File: src/eac_pkg.sv
// Constants and types shared by the EEPROM access control block
package eac_pkg;
  // ----------------------------------------------------------------
  // Register map (printed offsets are not word multiples: indexes)
  // ----------------------------------------------------------------
  localparam logic [7:0] IDX_LOCATION_POINTER = 8'h01;
  localparam logic [7:0] IDX_DATA_PORT = 8'h03;
  localparam logic [7:0] IDX_TIMER_CONTROL = 8'h04;
  localparam logic [7:0] IDX_TIMER_RELOAD = 8'h05;
  localparam logic [7:0] IDX_TIMER_COUNT = 8'h06;
  localparam logic [11:0] ADDR_LOCATION_POINTER = 12'h004;
  localparam logic [11:0] ADDR_DATA_PORT = 12'h00C;
  localparam logic [11:0] ADDR_TIMER_CONTROL = 12'h010;
  localparam logic [11:0] ADDR_TIMER_RELOAD = 12'h014;
  localparam logic [11:0] ADDR_TIMER_COUNT = 12'h018;

  // ----------------------------------------------------------------
  // Control register fields
  // ----------------------------------------------------------------
  localparam int BIT_TIMER_RUN = 7;
  localparam int BIT_TIMER_IRQ_ENABLE = 6;
  localparam int BIT_TIMER_UNDERFLOW_FLAG = 5;
  localparam int BIT_ERASE_WRITE_IN_PROGRESS = 4;
  localparam int BIT_MODE_HIGH = 3;
  localparam int BIT_MODE_LOW = 1;
  localparam logic [7:0] CONTROL_WRITE_MASK = 8'hFE;
  localparam logic [7:0] POINTER_MASK = 8'h7F;

  // ----------------------------------------------------------------
  // Reset values
  // ----------------------------------------------------------------
  localparam logic [7:0] CONTROL_RESET = 8'h00;
  localparam logic [7:0] POINTER_RESET = 8'h00;
  localparam logic [7:0] RELOAD_RESET = 8'hFF;
  localparam logic [7:0] COUNT_RESET = 8'h00;
  localparam logic [7:0] PRESCALE_RESET = 8'h00;
  localparam logic [7:0] ERASED_BYTE = 8'h00;

  // ----------------------------------------------------------------
  // Array geometry and timer prescaler
  // ----------------------------------------------------------------
  localparam int ARRAY_BYTES = 128;
  localparam int LATCH_COUNT = 4;
  localparam logic [1:0] LAST_LATCH = 2'h3;
  localparam logic [7:0] PRESCALE_LAST = 8'hFF;

  // ----------------------------------------------------------------
  // Mode decode of progress bit and mode bits
  // ----------------------------------------------------------------
  typedef enum logic [3:0] {
    MODE_READ_BYTE = 4'h0,
    MODE_INCREMENT = 4'h2,
    MODE_WRITE_PAGE = 4'hA,
    MODE_WRITE_PAGE_ALT = 4'hB,
    MODE_ERASE_WRITE = 4'hC,
    MODE_ERASE_PAGE = 4'hF
  } eac_mode_type;

  // Gray-coded cycle sequence
  typedef enum logic [1:0] {
    CYC_IDLE = 2'b00,
    CYC_ERASE = 2'b01,
    CYC_WRITE = 2'b11
  } eac_cycle_type;
endpackage

File: src/eac_timer.sv
// Countdown timer with reload and underflow pulse
`timescale 1ns/10ps
`default_nettype none
module eac_timer
  import eac_pkg::*;
(
  // Clock and reset
  input wire logic ref_clk,
  input wire logic reset,
  // Control
  input wire logic run,
  input wire logic restart,
  input wire logic [7:0] reload_value,
  // Status
  output logic [7:0] count,
  output logic underflow
);
  typedef struct packed {
    logic [7:0] count;
    logic [7:0] prescale;
    logic underflow;
  } eac_timer_state_type;

  eac_timer_state_type state_reg, state_next;

  always_comb begin
    state_next = state_reg;
    state_next.underflow = 1'b0;
    if (restart) begin
      state_next.count = reload_value;
      state_next.prescale = PRESCALE_RESET;
    end else if (run) begin
      // Prescaler stretches one tick to 256 clocks
      state_next.prescale = state_reg.prescale + 8'h01;
      if (state_reg.prescale == PRESCALE_LAST) begin
        if (state_reg.count == 8'h00) begin
          state_next.count = reload_value;
          state_next.underflow = 1'b1;
        end else begin
          state_next.count = state_reg.count - 8'h01;
        end
      end
    end
  end

  always_ff @(posedge ref_clk) begin
    if (reset) begin
      state_reg <= '{COUNT_RESET, PRESCALE_RESET, 1'b0};
    end else begin
      state_reg <= state_next;
    end
  end

  assign count = state_reg.count;
  assign underflow = state_reg.underflow;
endmodule
`default_nettype wire

File: src/eac_array.sv
// Flip-flop model of the EEPROM array with page erase and OR write
`timescale 1ns/10ps
`default_nettype none
module eac_array
  import eac_pkg::*;
(
  // Clock and reset
  input wire logic ref_clk,
  input wire logic reset,
  // Read port
  input wire logic [6:0] read_index,
  output logic [7:0] read_data,
  // Page operation
  input wire logic [4:0] page,
  input wire logic erase_pulse,
  input wire logic write_pulse,
  input wire logic [3:0] byte_select,
  input wire logic [31:0] latch_data
);
  typedef struct packed {
    logic [ARRAY_BYTES-1:0][7:0] mem;
  } eac_array_state_type;

  eac_array_state_type state_reg, state_next;

  always_comb begin
    state_next = state_reg;
    for (int i = 0; i < LATCH_COUNT; i++) begin
      if (byte_select[i]) begin
        if (erase_pulse) begin
          state_next.mem[{page, 2'(i)}] = ERASED_BYTE;
        end
        // OR write: bits only ever go to one
        if (write_pulse) begin
          state_next.mem[{page, 2'(i)}] =
            state_reg.mem[{page, 2'(i)}] | latch_data[i*8 +: 8];
        end
      end
    end
  end

  always_ff @(posedge ref_clk) begin
    if (reset) begin
      state_reg <= '0;
    end else begin
      state_reg <= state_next;
    end
  end

  assign read_data = state_reg.mem[read_index];
endmodule
`default_nettype wire

File: src/eac_top.sv
// EEPROM access control: APB registers, page latches, cycle sequencer
//
// Overview of operation
// - Control register at 04H, fields 7..1
// - Timer runs only while run bit set
// - Interrupt request only when enable set
// - Underflow or software sets flag; software clears
// - Setting progress bit starts cycle and timer
// - Unused control bit0, pointer bit7 read zero
// - Progress plus mode bits decode access mode
// - Pointer at 01H increments after read, write
// - Pointer wraps to zero past maximum
// - Pointer bits 6..2 select page
// - Bits 1..0 pick read byte, not page cycle bytes
// - Setup: bits 1..0 select latch
// - Increment mode advances subcounter, stops at 3
// - Data port at 03H reads array byte
// - Data port write loads selected latch
// - Latch write sets flag, ORs; cycle end clears
// - Page cycles touch only flagged bytes
// - Erase, write 5 ms; erase/write 10 ms
`timescale 1ns/10ps
`default_nettype none
module eac_top
  import eac_pkg::*;
(
  // Clock and reset
  input wire logic ref_clk,
  input wire logic reset,
  // APB slave
  input wire logic psel,
  input wire logic penable,
  input wire logic pwrite,
  input wire logic [11:0] paddr,
  input wire logic [31:0] pwdata,
  input wire logic [3:0] pstrb,
  output logic [31:0] prdata,
  output logic pready,
  output logic pslverr,
  // Timer interrupt request
  output logic timer_irq
);
  typedef struct packed {
    logic [7:0] control;
    logic [7:0] pointer;
    logic [7:0] reload;
    logic [31:0] latches;
    logic [3:0] byte_select_flags;
    eac_cycle_type cycle;
    logic [31:0] rdata;
    logic slverr;
    logic irq;
  } eac_state_type;

  eac_state_type state_reg, state_next;

  // ----------------------------------------------------------------
  // Helpers
  // ----------------------------------------------------------------
  function automatic logic [3:0] mode_code(input logic [7:0] ctrl);
    mode_code = {ctrl[BIT_ERASE_WRITE_IN_PROGRESS],
                 ctrl[BIT_MODE_HIGH:BIT_MODE_LOW]};
  endfunction

  function automatic logic [31:0] widen(input logic [7:0] v);
    widen = {24'h000000, v};
  endfunction

  // ----------------------------------------------------------------
  // Submodules
  // ----------------------------------------------------------------
  logic [7:0] timer_count;
  logic timer_underflow;
  logic timer_restart;
  logic [7:0] array_read;
  logic erase_pulse;
  logic write_pulse;

  eac_timer u_timer (
    .ref_clk(ref_clk),
    .reset(reset),
    .run(state_reg.control[BIT_TIMER_RUN]),
    .restart(timer_restart),
    .reload_value(state_reg.reload),
    .count(timer_count),
    .underflow(timer_underflow)
  );

  eac_array u_array (
    .ref_clk(ref_clk),
    .reset(reset),
    .read_index(state_reg.pointer[6:0]),
    .read_data(array_read),
    .page(state_reg.pointer[6:2]),
    .erase_pulse(erase_pulse),
    .write_pulse(write_pulse),
    .byte_select(state_reg.byte_select_flags),
    .latch_data(state_reg.latches)
  );

  // ----------------------------------------------------------------
  // Register access and cycle sequencing
  // ----------------------------------------------------------------
  logic access;
  logic wr_access;
  logic rd_access;
  logic start_cycle;
  logic [7:0] wbyte;
  logic [3:0] new_mode;
  logic [1:0] sub;

  assign access = psel & penable;
  assign wr_access = access & pwrite & pstrb[0];
  assign rd_access = access & ~pwrite;
  assign wbyte = pwdata[7:0];
  assign new_mode = mode_code(wbyte);
  assign sub = state_reg.pointer[1:0];

  // Progress bit going 0 to 1 by software write starts a cycle
  assign start_cycle = wr_access && paddr == ADDR_TIMER_CONTROL &&
    wbyte[BIT_ERASE_WRITE_IN_PROGRESS] &&
    !state_reg.control[BIT_ERASE_WRITE_IN_PROGRESS];
  assign timer_restart = start_cycle;

  // Erase or write is applied at the underflow closing its phase
  assign erase_pulse = timer_underflow && state_reg.cycle == CYC_ERASE;
  assign write_pulse = timer_underflow && state_reg.cycle == CYC_WRITE;

  always_comb begin
    state_next = state_reg;
    state_next.slverr = 1'b0;
    state_next.rdata = 32'h00000000;

    // Underflow or software sets flag; set wins over a clearing write
    if (wr_access && paddr == ADDR_TIMER_CONTROL) begin
      state_next.control = wbyte & CONTROL_WRITE_MASK;
      if (state_reg.control[BIT_ERASE_WRITE_IN_PROGRESS]) begin
        // Hardware owns the progress bit once set
        state_next.control[BIT_ERASE_WRITE_IN_PROGRESS] = 1'b1;
      end
      if (start_cycle) begin
        // A started cycle needs a running timer to ever finish
        state_next.control[BIT_TIMER_RUN] = 1'b1;
      end
    end
    if (timer_underflow) begin
      state_next.control[BIT_TIMER_UNDERFLOW_FLAG] = 1'b1;
    end

    // Location pointer write
    if (wr_access && paddr == ADDR_LOCATION_POINTER) begin
      state_next.pointer = wbyte & POINTER_MASK;
    end

    // Data port write presets a latch, ORing into it
    if (wr_access && paddr == ADDR_DATA_PORT) begin
      state_next.latches[sub*8 +: 8] =
        state_reg.latches[sub*8 +: 8] | wbyte;
      state_next.byte_select_flags[sub] = 1'b1;
      if (mode_code(state_reg.control) == MODE_INCREMENT &&
          sub != LAST_LATCH) begin
        state_next.pointer[1:0] = sub + 2'h1;
      end
    end

    // Data port read: array byte, then pointer advances with wrap
    if (rd_access && paddr == ADDR_DATA_PORT) begin
      state_next.pointer = (state_reg.pointer + 8'h01) & POINTER_MASK;
    end

    // Cycle sequencer
    case (state_reg.cycle)
      CYC_IDLE: begin
        if (start_cycle) begin
          case (new_mode)
            MODE_ERASE_WRITE, MODE_ERASE_PAGE: begin
              state_next.cycle = CYC_ERASE;
            end
            MODE_WRITE_PAGE, MODE_WRITE_PAGE_ALT: begin
              state_next.cycle = CYC_WRITE;
            end
            default: begin
              // Undefined codes end at the first underflow with no array change; the pointer still advances
              state_next.cycle = CYC_WRITE;
              state_next.byte_select_flags = 4'h0;
            end
          endcase
        end
      end
      CYC_ERASE: begin
        if (timer_underflow) begin
          if (mode_code(state_reg.control) == MODE_ERASE_WRITE) begin
            state_next.cycle = CYC_WRITE;
          end else begin
            // Erase leaves the pointer fixed
            state_next.cycle = CYC_IDLE;
            state_next.control[BIT_ERASE_WRITE_IN_PROGRESS] = 1'b0;
            state_next.latches = 32'h00000000;
            state_next.byte_select_flags = 4'h0;
          end
        end
      end
      CYC_WRITE: begin
        if (timer_underflow) begin
          state_next.cycle = CYC_IDLE;
          state_next.control[BIT_ERASE_WRITE_IN_PROGRESS] = 1'b0;
          state_next.latches = 32'h00000000;
          state_next.byte_select_flags = 4'h0;
          state_next.pointer =
            (state_reg.pointer + 8'h01) & POINTER_MASK;
        end
      end
      default: begin
        state_next.cycle = CYC_IDLE;
      end
    endcase

    // Read data and error answer
    if (rd_access) begin
      case (paddr)
        ADDR_TIMER_CONTROL: state_next.rdata = widen(state_reg.control);
        ADDR_LOCATION_POINTER: state_next.rdata = widen(state_reg.pointer);
        ADDR_DATA_PORT: state_next.rdata = widen(array_read);
        ADDR_TIMER_RELOAD: state_next.rdata = widen(state_reg.reload);
        ADDR_TIMER_COUNT: state_next.rdata = widen(timer_count);
        default: state_next.slverr = 1'b1;
      endcase
    end
    if (wr_access && paddr == ADDR_TIMER_RELOAD) begin
      state_next.reload = wbyte;
    end
    if (access && pwrite) begin
      case (paddr)
        ADDR_TIMER_CONTROL, ADDR_LOCATION_POINTER, ADDR_DATA_PORT,
        ADDR_TIMER_RELOAD: state_next.slverr = 1'b0;
        default: state_next.slverr = 1'b1;
      endcase
    end

    // Level request while flag and enable are both set
    state_next.irq = state_next.control[BIT_TIMER_UNDERFLOW_FLAG] &
      state_next.control[BIT_TIMER_IRQ_ENABLE];
  end

  always_ff @(posedge ref_clk) begin
    if (reset) begin
      state_reg.control <= CONTROL_RESET;
      state_reg.pointer <= POINTER_RESET;
      state_reg.reload <= RELOAD_RESET;
      state_reg.latches <= 32'h00000000;
      state_reg.byte_select_flags <= 4'h0;
      state_reg.cycle <= CYC_IDLE;
      state_reg.rdata <= 32'h00000000;
      state_reg.slverr <= 1'b0;
      state_reg.irq <= 1'b0;
    end else begin
      state_reg <= state_next;
    end
  end

  // ----------------------------------------------------------------
  // Outputs
  // ----------------------------------------------------------------
  // Read data is sampled combinationally so the single-cycle access holds
  assign pready = 1'b1;
  assign prdata = rd_access ? state_next.rdata : 32'h00000000;
  assign pslverr = access ? state_next.slverr : 1'b0;
  assign timer_irq = state_reg.irq;
endmodule
`default_nettype wire

File: config.mk
export PLATFORM = sky130hd
export DESIGN_NAME = eac_top
export DESIGN_NICKNAME = d
export VERILOG_FILES = /design/src/eac_pkg.sv /design/src/eac_timer.sv /design/src/eac_array.sv /design/src/eac_top.sv
export SDC_FILE = /design/constraint.sdc
export NUM_CORES = 2
export LEC_CHECK = 0
export ABC_CLOCK_PERIOD_IN_PS = 8800
export BUFFER_PORTS_ARGS = -buffer_cell sky130_fd_sc_hd__buf_2
export CORE_ASPECT_RATIO = 2
export CORE_MARGIN = 1
export CORE_UTILIZATION = 40
export DETAILED_ROUTE_END_ITERATION = 7
export GPL_TIMING_DRIVEN = 0
export PLACE_DENSITY = 0.52
export SETUP_SLACK_MARGIN = 0.05
export SYNTH_ARGS = -nofsm -noshare
export SYNTH_HDL_FRONTEND = slang
export SYNTH_SLANG_ARGS = --single-unit
File: constraint.sdc
create_clock -name ref_clk -period 8.8 [get_ports ref_clk]
set_input_delay 1.32 -clock ref_clk [delete_from_list [all_inputs] [get_ports ref_clk]]
set_output_delay 1.32 -clock ref_clk [all_outputs]
set_load 0.02 [all_outputs]
==> impl_metrics.ini, run 1 <==
[die]
row_count = 188
die_x_um = 259
pin_count = 88
start_util = 0.403
die_y_um = 516

[place]
io_buffers = 33
place_area_um2 = 55500
place_hpwl_um = 327000
dp_slack_ns = 0.812
routabilityCongestion = 1.20

[clock_network]
cts_buffers = 101
htreeDepth = 3
cts_resized = 1
cts_setup_buffers = 0
clk_path_buf_depth = 3
root_buffer = clkbuf_16
hold_buffers = 0
clock-sinks = 1103

[synth]
async_flop_share = 0
yosys-top-cells-count = nand2_1, dfxtp_1, o21ai_0
synth_cell_types = 67
synth_seq_cells = 1103
avgSynthCellArea_um2 = 9.65
yosysMostFrequentCell = nand2_1
synth_edf_count = 0
ys_warn_count = 0
synth_seq_area_share = 0.418
netlist_area_um2 = 52800
synth_top_area_cell = dfxtp_1
synth_cells = 5468
synthFlopType = dfxtp_1
yosysTopAreaCellShare = 0.418
synth_area_leaders = dfxtp_1, mux4_2, o21ai_0

[status]
lastStage = 5_1_grt
error_line = [ERROR GRT-0116] Global routing finished with congestion. Check the congestion regions in the DRC Viewer.
status = stopped before the end

[global_route]
grt_pass1_wl_um = 715000
gr-usage-all-layers = 0.756
grt_max_degree = 17
grt_pass1_vias = 65335
grt_overflow = 1701
stage by stage:
step	hold slack, ns	TNS [ns]	instances
4_1_cts	0.472	0	7442
3_5_place_dp	0.461	0	7251
3_3_place_gp	0.447	-0.368	7234
2_1_floorplan	0.435	0	5491
cells by family after synthesis:
logic type	after synthesis	share of synthesized area
xor+xnor	11	0.00183
buf+inv	450	0.0388
other cells	2	0.000142
flops	1103	0.418
fa+ha+maj	11	0.00261
compound gates	1565	0.170
simple gates	1611	0.126
mux	715	0.243
metal layers:
layer	track usage	GRT overflow
met3	0.581	27
met4	0.789	666
met1	0.741	6
met2	0.942	1000
met5	0.210	2
==> inputs of run 2 (changes only) <==
- CORE_ASPECT_RATIO: 2 -> unset
- CORE_UTILIZATION: 40 -> 25
- PLACE_DENSITY: 0.52 -> unset
- PLACE_DENSITY_LB_ADDON: unset -> 0.15
- SETUP_SLACK_MARGIN: 0.05 -> unset
==> impl_metrics.ini, run 2 <==
[layout]
nFillCells = 22340
final_cell_mix = nand2_1, dfxtp_1, o21ai_0
syn_to_final_growth_pct = 17.6
finalNonFillerCells = 8639
fin_nets = 5761
final_util = 0.296
fin_area_um2 = 62100
layout_commonest_cell = nand2_1
drive_gt1_frac = 0.172
largest_register_ffs = 1024

[clock_network]
clock-sinks = 1103
worst_skew_pair.late_latency_ns = 0.87
root_buffer = clkbuf_16
htreeDepth = 4
cts_setup_buffers = 0
cts_buffers = 140
clk_pin_slew_ns = 0.06
tritoncts = yes
clk_path_buf_depth = 3

[sta]
worst_pin_slew_ns = 1.71
slew_viol_final = 217
max_freq_mhz = 109
rsz0062_at_grt = no
setup_viol = 4
relSlewSlack = -0.143
skew_ns = 0.0488
setup_ws_ns = -0.362
finalCriticalPeriod_ns = 9.16
whs_ns = 0.475
final.period_utilization = 1.04
final_hold_viol_count = 0

[place]
place_area_um2 = 57000
io_buffers = 33
routabilityCongestion = 1.08
dp_slack_ns = 0.576
place_inst = 8356
place_hpwl_um = 337000

[critical_path]
critical-path-top-cell-by-count = buf_4
setup.worst_path.class = flip-flop to output port
crit_chain = buf_2 -> buf_4 -> buf_4 -> buf_4 -> nor2b_2 -> clkbuf_2 -> clkbuf_2 -> a22o_1 -> nor3_2 -> buf_6 -> a31oi_1 -> nand4_1 -> o2bb2ai_1 -> buf_2
critPathLaunchType = flip-flop
slowest_stage = nand4_1
r2r_setup_slack_ns = 1.72
critical_path.max_stage_delay_ns = 0.83
r2r_cells = 10
r2r_start = state_reg[83]$_SDFF_PP0_
critPathArrivalTime_ns = 7.84
cp.required_ns = 7.48
worstReg2RegEnd = u_array.state_reg[209]$_SDFFE_PP0P_
worstSetupEndpointType = output port
crit_fanout = 10

[synth]
synthXorXnorAreaFrac = 0.00183
async_flop_share = 0
synth_edf_count = 0
netlist_area_um2 = 52800
synth_top_area_cell = dfxtp_1
synth_cell_types = 67
yosys-top-cells-count = nand2_1, dfxtp_1, o21ai_0
synth_area_leaders = dfxtp_1, mux4_2, o21ai_0
synth_seq_area_share = 0.418
synthMuxAreaShare = 0.243
synth_top_family_by_area = multiplexers
yosysTopAreaCellShare = 0.418
synthFlopType = dfxtp_1
synth_fa_ha_area_frac = 0.00261
post_synth_and_or_nand_nor_area_fraction = 0.126
synth_cells = 5468
synth-compound-area-share = 0.170
synth_seq_cells = 1103
avgSynthCellArea_um2 = 9.65
yosysMostFrequentCell = nand2_1
ys_warn_count = 0

[detailed_routing]
drt_iter0_drc = 9061
drt_pass1_iterations = 7
routed-via-count = 53700
drt-vias-per-instance = 6.22
drc_errors = 0
post_drt_wl_per_cell_um = 49.6
ant_nets = 0
wirelength_um = 428000

[die]
pin_count = 88
start_util = 0.252
die_x_um = 462
dieArea_um2 = 213000
row_count = 168
core-area_um2 = 210000
die_y_um = 462

[global_route]
grt_overflow = 0
grt_max_degree = 20
grt_pass1_vias = 47584
antenna_found_initial = 93
grt_pass1_wl_um = 535000
gr-usage-all-layers = 0.395

[min_path]
hold_end = u_array.state_reg[217]$_SDFFE_PP0P_
hold_class = flip-flop to flip-flop
min-delay-start = u_array.state_reg[217]$_SDFFE_PP0P_
hold_path_depth = 2

[status]
status = complete, but fails checks
violations = max-capacitance violations, max-slew violations, negative setup slack

[power_and_ir_drop]
p_leak_nw = 19.7
power.density_nw_per_um2 = 185
max-vdd-ir-drop_mv = 0.220

[flow_run]
maxCapViolations = 24
-- run 2: cell families after synthesis --
| family | Yosys count |
|---|---|
| AO/OA/AOI/OAI | 1565 |
| adder cells (fa/ha/maj) | 11 |
| flip-flops | 1103 |
| other | 2 |
| multiplexers | 715 |
| AND/OR/NAND/NOR | 1611 |
| buffers and inverters | 450 |
| XOR/XNOR | 11 |
-- run 2: layer usage --
| metal | vias to the layer above | GRT usage | share of wire |
|---|---|---|---|
| li1 | 20630 | - | - |
| met1 | 28136 | 0.523 | 0.41 |
| met2 | 4040 | 0.553 | 0.40 |
| met3 | 866 | 0.121 | 0.11 |
| met4 | 28 | 0.248 | 0.072 |
| met5 | - | 0 | 0.00042 |
-- run 2: worst max-delay path by stage --
stage                             startpoint        end  depth (start not counted)
finish              state_reg[83]$_SDFF_PP0_  prdata[3]                         14
global route        state_reg[83]$_SDFF_PP0_  prdata[3]                         14
CTS                 state_reg[81]$_SDFF_PP0_  prdata[1]                         11
detailed placement  state_reg[83]$_SDFF_PP0_  prdata[4]                         14
global placement    state_reg[83]$_SDFF_PP0_  prdata[4]                         13
floorplan                           paddr[9]  prdata[7]                          6
-- run 2: through the flow --
stage                     total power, mW  TNS, ns
after floorplan                      5.20        0
after global placement               5.31    -3.87
after detailed placement             5.31        0
after CTS                            11.5        0
after global routing                 11.7        0
final                                11.5   -0.748
-- run 2: report_power, final --
group	total (mW)	internal, mW	switching [mW]
Combinational	0.214	0.0266	0.187
Clock	6.27	3.66	2.61
Sequential	4.99	4.99	0.00000591
-- run 2: final cells by class --
| cell class | count | area [um2] | share of cell area |
|---|---|---|---|
| antenna | 33 | 82.6 | 0.00133 |
| tap | 2805 | 3510 | 0.0565 |
| timing repair buffer | 65 | 581 | 0.00935 |
| clock inverter | 47 | 811 | 0.0131 |
| buffer | 426 | 2020 | 0.0325 |
| inverter | 23 | 86.3 | 0.00139 |
| sequential | 1103 | 22100 | 0.356 |
| multi-input combinational | 3938 | 28900 | 0.465 |
| clock buffer | 199 | 4070 | 0.0655 |
-- run 2: what timing repair did --
item / in CTS / in global routing
endpoints found under the setup margin: 6 / 0
hold buffers: 0 / 0
resized for setup: 5 / 0
-- run 2: worst max-delay path, delay by kind of cell, from the launching register on --
| family | cells | cell delay, ns |
|---|---|---|
| AO/OA/AOI/OAI | 3 | 1.35 |
| flip-flops | 1 | 0.30 |
| buffers and inverters | 8 | 3.57 |
| AND/OR/NAND/NOR | 3 | 1.61 |
Power figures use the tool's default switching activity.
